[src/ext_cfg_pkg.sv]
// Constants and types for the external interface configuration register bank.
// Assumes a single system clock and an AXI4-Lite master on the core side.
package ext_cfg_pkg;

  // ----------------------------------------------------------------
  // Register map
  // ----------------------------------------------------------------
  localparam logic [3:0] CFG_OFFSET = 4'h0;
  localparam logic [3:0] IRQ_STATUS_OFFSET = 4'h4;
  localparam logic [3:0] IRQ_MASK_OFFSET = 4'h8;

  // ----------------------------------------------------------------
  // Field layout of external_interface_config
  // ----------------------------------------------------------------
  localparam int RATIO_LSB = 16;
  localparam int RATIO_MSB = 18;
  localparam int GRANT_STATE_BIT = 11;
  localparam int REQUEST_STATE_BIT = 10;
  localparam int HOLD_CTRL_BIT = 9;

  // Ratio encodings; all others are reserved
  localparam logic [2:0] RATIO_DIV1 = 3'h0;
  localparam logic [2:0] RATIO_DIV2 = 3'h1;

  // ----------------------------------------------------------------
  // Reset values
  // ----------------------------------------------------------------
  localparam logic [2:0] RATIO_RESET = 3'h1;
  localparam logic HOLD_RESET = 1'b0;
  localparam int EVENT_COUNT = 3;
  localparam logic [EVENT_COUNT-1:0] MASK_RESET = 3'h0;

  // Interrupt event bit positions
  localparam int EV_REQUEST = 0;
  localparam int EV_GRANT = 1;
  localparam int EV_RELEASE = 2;

  localparam logic [1:0] RESP_OKAY = 2'h0;
  localparam logic [1:0] RESP_SLVERR = 2'h2;

  typedef enum logic [1:0] {
    SLOT_CFG,
    SLOT_STATUS,
    SLOT_MASK,
    SLOT_NONE
  } slot_e;

  typedef struct packed {
    logic [2:0] ratio;
    logic hold;
  } cfg_s;

  localparam cfg_s CFG_RESET = '{ratio: RATIO_RESET, hold: HOLD_RESET};

endpackage : ext_cfg_pkg
[src/ext_bus_config_register.sv]
// Configuration and status register of the external memory interface,
// with base timing tick generation and external bus grant control.
// Assumes bus_request_n arrives asynchronously from a pin.
//
// The register addresses and the AXI4-Lite interface to the registers were decided locally.
`timescale 1ns/1ps

// Overview of operation
// Ratio field 18-16 selects undivided or halved clock
// Zone phases count base timing ticks
// One timing tick shared by every zone
// Software changes ratio only from outside memory
// Bit 11 reads the grant output level
// Bit 10 reads the request input level
// Bit 9 controls granting bus to requester
// Hold 0 grants automatically; 1 withholds grant
// Hold resets 0; setting revokes grant two cycles after the write
// Software writes only the two defined ratios
module ext_bus_config_register
  import ext_cfg_pkg::*;
(
  input wire logic aclk,
  input wire logic aresetn,
  input wire logic [31:0] s_axi_awaddr,
  input wire logic s_axi_awvalid,
  output logic s_axi_awready,
  input wire logic [31:0] s_axi_wdata,
  input wire logic [3:0] s_axi_wstrb,
  input wire logic s_axi_wvalid,
  output logic s_axi_wready,
  output logic [1:0] s_axi_bresp,
  output logic s_axi_bvalid,
  input wire logic s_axi_bready,
  input wire logic [31:0] s_axi_araddr,
  input wire logic s_axi_arvalid,
  output logic s_axi_arready,
  output logic [31:0] s_axi_rdata,
  output logic [1:0] s_axi_rresp,
  output logic s_axi_rvalid,
  input wire logic s_axi_rready,
  input wire logic bus_request_n,
  output logic bus_grant_n,
  output logic bus_release,
  output logic timing_tick,
  output logic irq
);

  // ----------------------------------------------------------------
  // State
  // ----------------------------------------------------------------
  cfg_s cfg_reg;
  logic req_meta_reg;
  logic req_sync_reg;
  logic req_prev_reg;
  logic grant_n_reg;
  logic release_reg;
  logic tick_reg;
  logic [EVENT_COUNT-1:0] status_reg;
  logic [EVENT_COUNT-1:0] mask_reg;
  logic irq_reg;
  logic aw_have_reg;
  logic w_have_reg;
  logic [31:0] awaddr_reg;
  logic [31:0] wdata_reg;
  logic [3:0] wstrb_reg;
  logic awready_reg;
  logic wready_reg;
  logic bvalid_reg;
  logic [1:0] bresp_reg;
  logic arready_reg;
  logic rvalid_reg;
  logic [31:0] rdata_reg;
  logic [1:0] rresp_reg;

  logic aw_take;
  logic w_take;
  logic ar_take;
  logic commit;
  logic aw_have_next;
  logic w_have_next;
  logic bvalid_next;
  logic rvalid_next;
  slot_e wr_slot;
  slot_e rd_slot;
  logic [EVENT_COUNT-1:0] events;
  logic [EVENT_COUNT-1:0] status_next;
  logic grant_n_next;
  logic tick_next;
  logic [31:0] cfg_view;

  function automatic slot_e decode(input logic [31:0] addr);
    slot_e s;
    s = SLOT_NONE;
    if (addr[31:4] == 28'h0 && addr[1:0] == 2'h0) begin
      case (addr[3:0])
        CFG_OFFSET: s = SLOT_CFG;
        IRQ_STATUS_OFFSET: s = SLOT_STATUS;
        IRQ_MASK_OFFSET: s = SLOT_MASK;
        default: s = SLOT_NONE;
      endcase
    end
    return s;
  endfunction : decode

  // ----------------------------------------------------------------
  // AXI4-Lite handshakes
  // ----------------------------------------------------------------
  assign aw_take = s_axi_awvalid && awready_reg;
  assign w_take = s_axi_wvalid && wready_reg;
  assign ar_take = s_axi_arvalid && arready_reg;
  assign commit = aw_have_reg && w_have_reg && !bvalid_reg;
  assign aw_have_next = (aw_have_reg || aw_take) && !commit;
  assign w_have_next = (w_have_reg || w_take) && !commit;
  assign bvalid_next = commit || (bvalid_reg && !s_axi_bready);
  assign rvalid_next = ar_take || (rvalid_reg && !s_axi_rready);
  assign wr_slot = decode(awaddr_reg);
  assign rd_slot = decode(s_axi_araddr);

  always_ff @(posedge aclk) begin
    if (!aresetn) begin
      aw_have_reg <= 1'b0;
      w_have_reg <= 1'b0;
      awready_reg <= 1'b0;
      wready_reg <= 1'b0;
      bvalid_reg <= 1'b0;
      awaddr_reg <= 32'h0;
      wdata_reg <= 32'h0;
      wstrb_reg <= 4'h0;
    end else begin
      aw_have_reg <= aw_have_next;
      w_have_reg <= w_have_next;
      // Hold off new work until the pending response is taken
      awready_reg <= !aw_have_next && !bvalid_next;
      wready_reg <= !w_have_next && !bvalid_next;
      bvalid_reg <= bvalid_next;
      if (aw_take) begin
        awaddr_reg <= s_axi_awaddr;
      end
      if (w_take) begin
        wdata_reg <= s_axi_wdata;
        wstrb_reg <= s_axi_wstrb;
      end
    end
  end

  always_ff @(posedge aclk) begin
    if (!aresetn) begin
      bresp_reg <= RESP_OKAY;
    end else if (commit) begin
      bresp_reg <= (wr_slot == SLOT_NONE) ? RESP_SLVERR : RESP_OKAY;
    end
  end

  always_ff @(posedge aclk) begin
    if (!aresetn) begin
      arready_reg <= 1'b0;
      rvalid_reg <= 1'b0;
    end else begin
      arready_reg <= !rvalid_next;
      rvalid_reg <= rvalid_next;
    end
  end

  // ----------------------------------------------------------------
  // Register view and read data
  // ----------------------------------------------------------------
  always_comb begin
    cfg_view = 32'h0;
    cfg_view[RATIO_MSB:RATIO_LSB] = cfg_reg.ratio;
    cfg_view[GRANT_STATE_BIT] = grant_n_reg;
    cfg_view[REQUEST_STATE_BIT] = req_sync_reg;
    cfg_view[HOLD_CTRL_BIT] = cfg_reg.hold;
  end

  always_ff @(posedge aclk) begin
    if (!aresetn) begin
      rdata_reg <= 32'h0;
      rresp_reg <= RESP_OKAY;
    end else if (ar_take) begin
      rresp_reg <= RESP_OKAY;
      case (rd_slot)
        SLOT_CFG: rdata_reg <= cfg_view;
        SLOT_STATUS: rdata_reg <= {29'h0, status_reg};
        SLOT_MASK: rdata_reg <= {29'h0, mask_reg};
        default: begin
          rdata_reg <= 32'h0;
          rresp_reg <= RESP_SLVERR;
        end
      endcase
    end
  end

  // ----------------------------------------------------------------
  // Configuration writes
  // ----------------------------------------------------------------
  // Reserved ratios are stored as written; the divider treats them as
  // halved, the slower and safer of the two timings.
  always_ff @(posedge aclk) begin
    if (!aresetn) begin
      cfg_reg <= CFG_RESET;
    end else if (commit && wr_slot == SLOT_CFG) begin
      if (wstrb_reg[2]) begin
        cfg_reg.ratio <= wdata_reg[RATIO_MSB:RATIO_LSB];
      end
      if (wstrb_reg[1]) begin
        cfg_reg.hold <= wdata_reg[HOLD_CTRL_BIT];
      end
    end
  end

  always_ff @(posedge aclk) begin
    if (!aresetn) begin
      mask_reg <= MASK_RESET;
    end else if (commit && wr_slot == SLOT_MASK && wstrb_reg[0]) begin
      mask_reg <= wdata_reg[EVENT_COUNT-1:0];
    end
  end

  // ----------------------------------------------------------------
  // Base timing tick
  // ----------------------------------------------------------------
  // One tick for all zones; phase counters advance only on it
  assign tick_next = (cfg_reg.ratio == RATIO_DIV1) ? 1'b1 : !tick_reg;

  always_ff @(posedge aclk) begin
    if (!aresetn) begin
      tick_reg <= 1'b0;
    end else begin
      tick_reg <= tick_next;
    end
  end

  // ----------------------------------------------------------------
  // Bus request and grant
  // ----------------------------------------------------------------
  always_ff @(posedge aclk) begin
    if (!aresetn) begin
      req_meta_reg <= 1'b1;
      req_sync_reg <= 1'b1;
      req_prev_reg <= 1'b1;
    end else begin
      req_meta_reg <= bus_request_n;
      req_sync_reg <= req_meta_reg;
      req_prev_reg <= req_sync_reg;
    end
  end

  // Grant follows request unless hold is set
  assign grant_n_next = cfg_reg.hold ? 1'b1 : req_sync_reg;

  always_ff @(posedge aclk) begin
    if (!aresetn) begin
      grant_n_reg <= 1'b1;
      release_reg <= 1'b0;
    end else begin
      grant_n_reg <= grant_n_next;
      release_reg <= !grant_n_next;
    end
  end

  // ----------------------------------------------------------------
  // Interrupts
  // ----------------------------------------------------------------
  assign events[EV_REQUEST] = !req_sync_reg && req_prev_reg;
  assign events[EV_GRANT] = grant_n_reg && !grant_n_next;
  assign events[EV_RELEASE] = !grant_n_reg && grant_n_next;

  // A new event wins over the clear of a status read
  always_comb begin
    status_next = status_reg;
    if (ar_take && rd_slot == SLOT_STATUS) begin
      status_next = '0;
    end
    status_next = status_next | events;
  end

  always_ff @(posedge aclk) begin
    if (!aresetn) begin
      status_reg <= '0;
      irq_reg <= 1'b0;
    end else begin
      status_reg <= status_next;
      irq_reg <= |(status_next & mask_reg);
    end
  end

  assign s_axi_awready = awready_reg;
  assign s_axi_wready = wready_reg;
  assign s_axi_bvalid = bvalid_reg;
  assign s_axi_bresp = bresp_reg;
  assign s_axi_arready = arready_reg;
  assign s_axi_rvalid = rvalid_reg;
  assign s_axi_rdata = rdata_reg;
  assign s_axi_rresp = rresp_reg;
  assign bus_grant_n = grant_n_reg;
  assign bus_release = release_reg;
  assign timing_tick = tick_reg;
  assign irq = irq_reg;
endmodule : ext_bus_config_register

[config.mk]
export PLATFORM = sky130hd
export DESIGN_NAME = ext_bus_config_register
export DESIGN_NICKNAME = d
export VERILOG_FILES = /design/src/ext_cfg_pkg.sv /design/src/ext_bus_config_register.sv
export SDC_FILE = /design/constraint.sdc
export NUM_CORES = 1
export LEC_CHECK = 0
export ABC_AREA = 1
export ABC_CLOCK_PERIOD_IN_PS = 1500
export BUFFER_PORTS_ARGS = -buffer_cell sky130_fd_sc_hd__clkbuf_2
export CAP_MARGIN = 10
export CORE_MARGIN = 5
export CORE_UTILIZATION = 46
export DETAILED_ROUTE_END_ITERATION = 10
export PLACE_DENSITY_LB_ADDON = 0.08
export SYNTH_ARGS = -nofsm -noshare
export SYNTH_HDL_FRONTEND = slang
export SYNTH_SLANG_ARGS = --single-unit
export TNS_END_PERCENT = 10
[constraint.sdc]
create_clock -name aclk -period 1.5 [get_ports aclk]
set_clock_uncertainty 0.1 [all_clocks]
set_input_delay 0.225 -clock aclk [delete_from_list [all_inputs] [get_ports aclk]]
set_output_delay 0.225 -clock aclk [all_outputs]
set_load 0.01 [all_outputs]
# Yosys cells after proc, flatten, opt, wreduce, memory -nomap -nowiden
# Cells that the tools add are included.
[totals]
reg_bits = 114
wordCells = 93
[classes]
eq_ne = 8
n_mux = 10
n_bitwise = 2
n_reduce_logical = 49
[op_table]
columns = ["cell", "n"]
rows = [
  ["case mux 19 bit (3 select lines)", 1],
  ["logical NOT 28 bit", 2],
  ["logical AND 1 bit", 20],
  ["logical NOT 1 bit", 12],
  ["case mux 2 bit (3 select lines)", 2],
  ["== test 4 x 3 -> 1 bit (second input constant)", 2],
  ["== test 4 bit (second input constant)", 2],
  ["logical NOT 2 bit", 4],
  ["logical NOT 4 bit", 2],
  ["2-to-1 mux 2 bit", 4],
  ["== test 2 bit (second input constant)", 3],
  ["OR reduction 3 bit", 2],
  ["logical OR 1 bit", 4],
  ["AND reduction 2 bit", 2],
  ["AND 3 bit", 1],
  ["logical NOT 3 bit", 1],
  ["2-to-1 mux 3 bit", 1],
  ["bitwise OR 3 bit", 1],
  ["== test 2 x 1 -> 1 bit (second input constant)", 1],
  ["2-to-1 mux 1 bit", 2],
]

# Logic depth before layout (Yosys ltp)
[depth]
word_depth = 9
depth_mapped = 11
ltp_nobuf = 11

# Worst setup path after synthesis
# OpenSTA, ideal clock, no wires.
[synth_path]
kind = "reg2reg"
from = "register awaddr_reg[17]"
to = "register mask_reg[0]"
arrival_time_ns = 1.153
required_time_ns = 1.280
setup_slack_ns = 0.127
stages_incl_launch_ff = 9
n_path_buf = 0
cell_sequence = "dfxtp_1 > nor2_1 > nand2_1 > nor3_1 > nand2_1 > nor2_1 > nand2_1 > o21ai_0 > a21oi_1"
[synth_between]
elab_chain_len = 6
[synth_rtl]
columns = ["element", "line", "rtl"]
rows = [
  ["from (decl)", "ext_bus_config_register.sv:63", "logic [31:0] awaddr_reg;"],
  ["from (signal assigned)", "ext_bus_config_register.sv:137", "awaddr_reg <= s_axi_awaddr;"],
  ["logical NOT 28 bit", "ext_bus_config_register.sv:94", "if (addr[31:4] == 28'h0 && addr[1:0] == 2'h0) begin"],
  ["logical AND 1 bit", "ext_bus_config_register.sv:94", ""],
  ["2-to-1 mux 2 bit", "ext_bus_config_register.sv:94", ""],
  ["== test 2 bit", "ext_bus_config_register.sv:214", "end else if (commit && wr_slot == SLOT_MASK && wstrb_reg[0]) begin"],
  ["logical AND 1 bit (2 in series)", "ext_bus_config_register.sv:214", ""],
  ["to (signal assigned)", "ext_bus_config_register.sv:215", "mask_reg <= wdata_reg[EVENT_COUNT-1:0];"],
  ["to (decl)", "ext_bus_config_register.sv:59", "logic [EVENT_COUNT-1:0] mask_reg;"],
]
# No other way between the ends.
# A chain may end at the register's enable or synchronous reset.

# Final worst setup path
[layout_path]
from = "register awaddr_reg[27]"
to = "register mask_reg[0]"
# Same word-level chain as after synthesis.

==> flow_metrics.env <==
export IMPL_status="finished, final reports clean"
export IMPL_grt_use_total=0.1585
export IMPL_num_vias=2864
export IMPL_synth_edf_count=0
export IMPL_fp_dieH_um=92.89
export IMPL_post_route_period_util=0.9673
export IMPL_synth_top_flop_cell="dfxtp_1"
export IMPL_die_x_um=92.89
export IMPL_dieArea_um2=8629
export IMPL_fin_nets=652
export IMPL_drt_initial_drc_count=56
export IMPL_cts_buffers=9
export IMPL_io_pins=153
export IMPL_rsz0062_at_grt="yes"
export IMPL_synth_largest_area_cell="dfxtp_1"
export IMPL_synth_common_cells="nor2_1, dfxtp_1, nand2_1"
export IMPL_hold_ws_ps=35.55
export IMPL_syn_to_final_growth_pct=23.91
export IMPL_portBuffers=101
export IMPL_postCtsSetupRepairBufs=0
export IMPL_antenna_left=0
export IMPL_placed_cell_area_um2=3702
export IMPL_antenna_cells=0
export IMPL_grt_overflow_total=0
export IMPL_gp_congestion=0.8179
export IMPL_grt_antenna_before_repair=0
export IMPL_grt_max_degree=51
export IMPL_cp_data_required_time_ps=1670
export IMPL_startpoint_type="register"
export IMPL_h_tree_depth=3
export IMPL_path_delay_family="simple AND/OR/NAND/NOR gates"
export IMPL_path_common_cell="buf_4"
export IMPL_crit_arrival_ps=1620
export IMPL_drive_gt1_frac=0.2536
export IMPL_ys_seq_elements=77
export IMPL_p_leak_nw=1.896
export IMPL_hpwl_um=5177
export IMPL_cp_end_kind="register"
export IMPL_ir_drop_v=0.0004942
export IMPL_largest_reg_flops=32
export IMPL_max_freq_mhz=689.2
export IMPL_synth_top_area_share=0.4877
export IMPL_clkTransAtPathRegs_ps=80
export IMPL_grt_pass1_vias=2585
export IMPL_synth_most_common_cell="nor2_1"
export IMPL_synthesis_area_um2=3161
export IMPL_fill_cells=689
export IMPL_crit_type="register to register"
export IMPL_ys_seq_area_frac=0.4877
export IMPL_drv_cap=0
export IMPL_crit_chain="inv_1, nand3_1, nor3_1, nand2_1, nor2_1, buf_4, nand2_2, buf_4, a21oi_1"
export IMPL_via_per_inst=4.561
export IMPL_layout_min_cycle_time_ps=1451
export IMPL_cts_sinks=77
export IMPL_firstDrtPassIters=4
export IMPL_wl_um=6669
export IMPL_hold_violations=0
export IMPL_crit_buf_inv=3
export IMPL_final_area_um2=3916
export IMPL_hp_class="primary input to register"
export IMPL_async_flop_share=0
export IMPL_tritoncts="done"
export IMPL_cp_max_fo=4
export IMPL_placementRows=30
export IMPL_drcViolationCount=0
export IMPL_ys_warn_count=0
export IMPL_ys_types=23
export IMPL_clockBufferDepth=2
export IMPL_routedWlPerCell_um=10.62
export IMPL_slew_violations=0
export IMPL_cp_slowest_cell="dfxtp_1"
export IMPL_setup_viol=0
export IMPL_powerDensity_nw_per_um2=1071
export IMPL_postSynthCellCount=437
export IMPL_start_util=0.4678
export IMPL_clk_latency_ps=340
export IMPL_core_um2=6756
export IMPL_grt_pass1_wl_um=11090
export IMPL_cts_root_buf="clkbuf_8"
export IMPL_synth_area_per_cell_um2=7.232
export IMPL_synth_area_leaders="dfxtp_1, nor2_1, o21ai_0, nand2_1, buf_4"
export IMPL_max_stage_delay_ps=300
[worst paths after layout]
check / from / to / slack, ps / cells past startpoint
min: s_axi_awaddr[31] / awaddr_reg[31] / 40 / 3
max reg2reg: awaddr_reg[27] / mask_reg[0] / 50 / 9
min reg2reg: req_meta_reg / req_sync_reg / 320 / 1
max: awaddr_reg[27] / mask_reg[0] / 50 / 9
[repair_timing]
item                       4_1_cts  5_1_grt
hold endpoints to repair         1        0
hold buffers                     1        0
resized for setup                0        7
pin swaps                        1        2
setup endpoints to repair        3        7
[worst register-to-register path: stages (launching register included)]
cell and delay, ps:
dfxtp_1 300, inv_1 60, nand3_1 80, nor3_1 170, nand2_1 70, nor2_1 110
buf_4 150, nand2_2 70, buf_4 150, a21oi_1 120
[kinds of logic (layout without fill, tap and decap cells)]
| family | count (synthesis) | count (layout) | synth area share |
|---|---|---|---|
| buffers and inverters | 80 | 167 | 0.1251 |
| AND/OR/NAND/NOR | 193 | 193 | 0.2482 |
| other | 1 | 25 | 0.001187 |
| flip-flops | 77 | 77 | 0.4877 |
| AO/OA/AOI/OAI | 86 | 86 | 0.1378 |
[cell usage in the layout, fill, tap and decap left out]
cell           instances
nor4_1                 2
bufinv_16              1
nand3_4                1
nor2_4                 1
o21ai_0               54
inv_1                 38
nand2_2                2
clkbuf_1               1
nor2_2                 5
nor3_2                 1
or2_1                  1
o211ai_1               1
buf_12                 1
a21oi_1               30
conb_1                25
clkinvlp_4             1
dfxtp_2                1
dfxtp_1               76
clkinv_2               3
nor3_1                 3
clkinv_1               1
nand3_1               15
o21bai_1               1
clkbuf_8               9
clkbuf_2             101
dlygate4sd3_1          1
nand2_1               54
or2_2                  2
buf_4                 10
nor2_1               105
nand4_1                1
[power by group]
group          switching [mW]  internal [mW]  leakage (nW)
registers              0.0547           2.16         0.632
logic                   0.290          0.225          1.17
clock network           0.709          0.751        0.0919
total                    1.05           3.14          1.90
[routing by layer]
metal	vias up	wire [um]	part of all wire	GRT usage
met2	80	3226	0.48	0.2687
met4	0	74	0.011	0.06227
met3	8	448	0.067	0.03493
met1	1238	2920	0.44	0.1949
li1	1538	-	-	-
met5	-	0	0	0
[layout make-up]
class / instances / area (um2) / area share
Tap cell: 80 / 100.1 / 0.02556
Sequential cell: 77 / 1543 / 0.3939
Timing Repair Buffer: 113 / 610.6 / 0.1559
Multi-Input combinational cell: 304 / 1336 / 0.3412
Clock buffer: 10 / 127.6 / 0.03259
Clock inverter: 5 / 52.55 / 0.01342
Inverter: 39 / 146.4 / 0.03738
[through the flow]
step	std cells	utilization	worst slack (ps)	power, mW	TNS [ps]
final	628	0.5796	49.04	4.194	0
after global routing	628	0.5796	-109.1	4.426	-546.2
after CTS	628	0.5761	1.526	4.237	0
after detailed placement	612	0.5480	-13.21	2.776	-13.21
after global placement	612	0.5480	-0.8088	2.763	-0.8088
after floorplan	461	-	127.5	2.610	0
(Power assumes the default switching activity.)
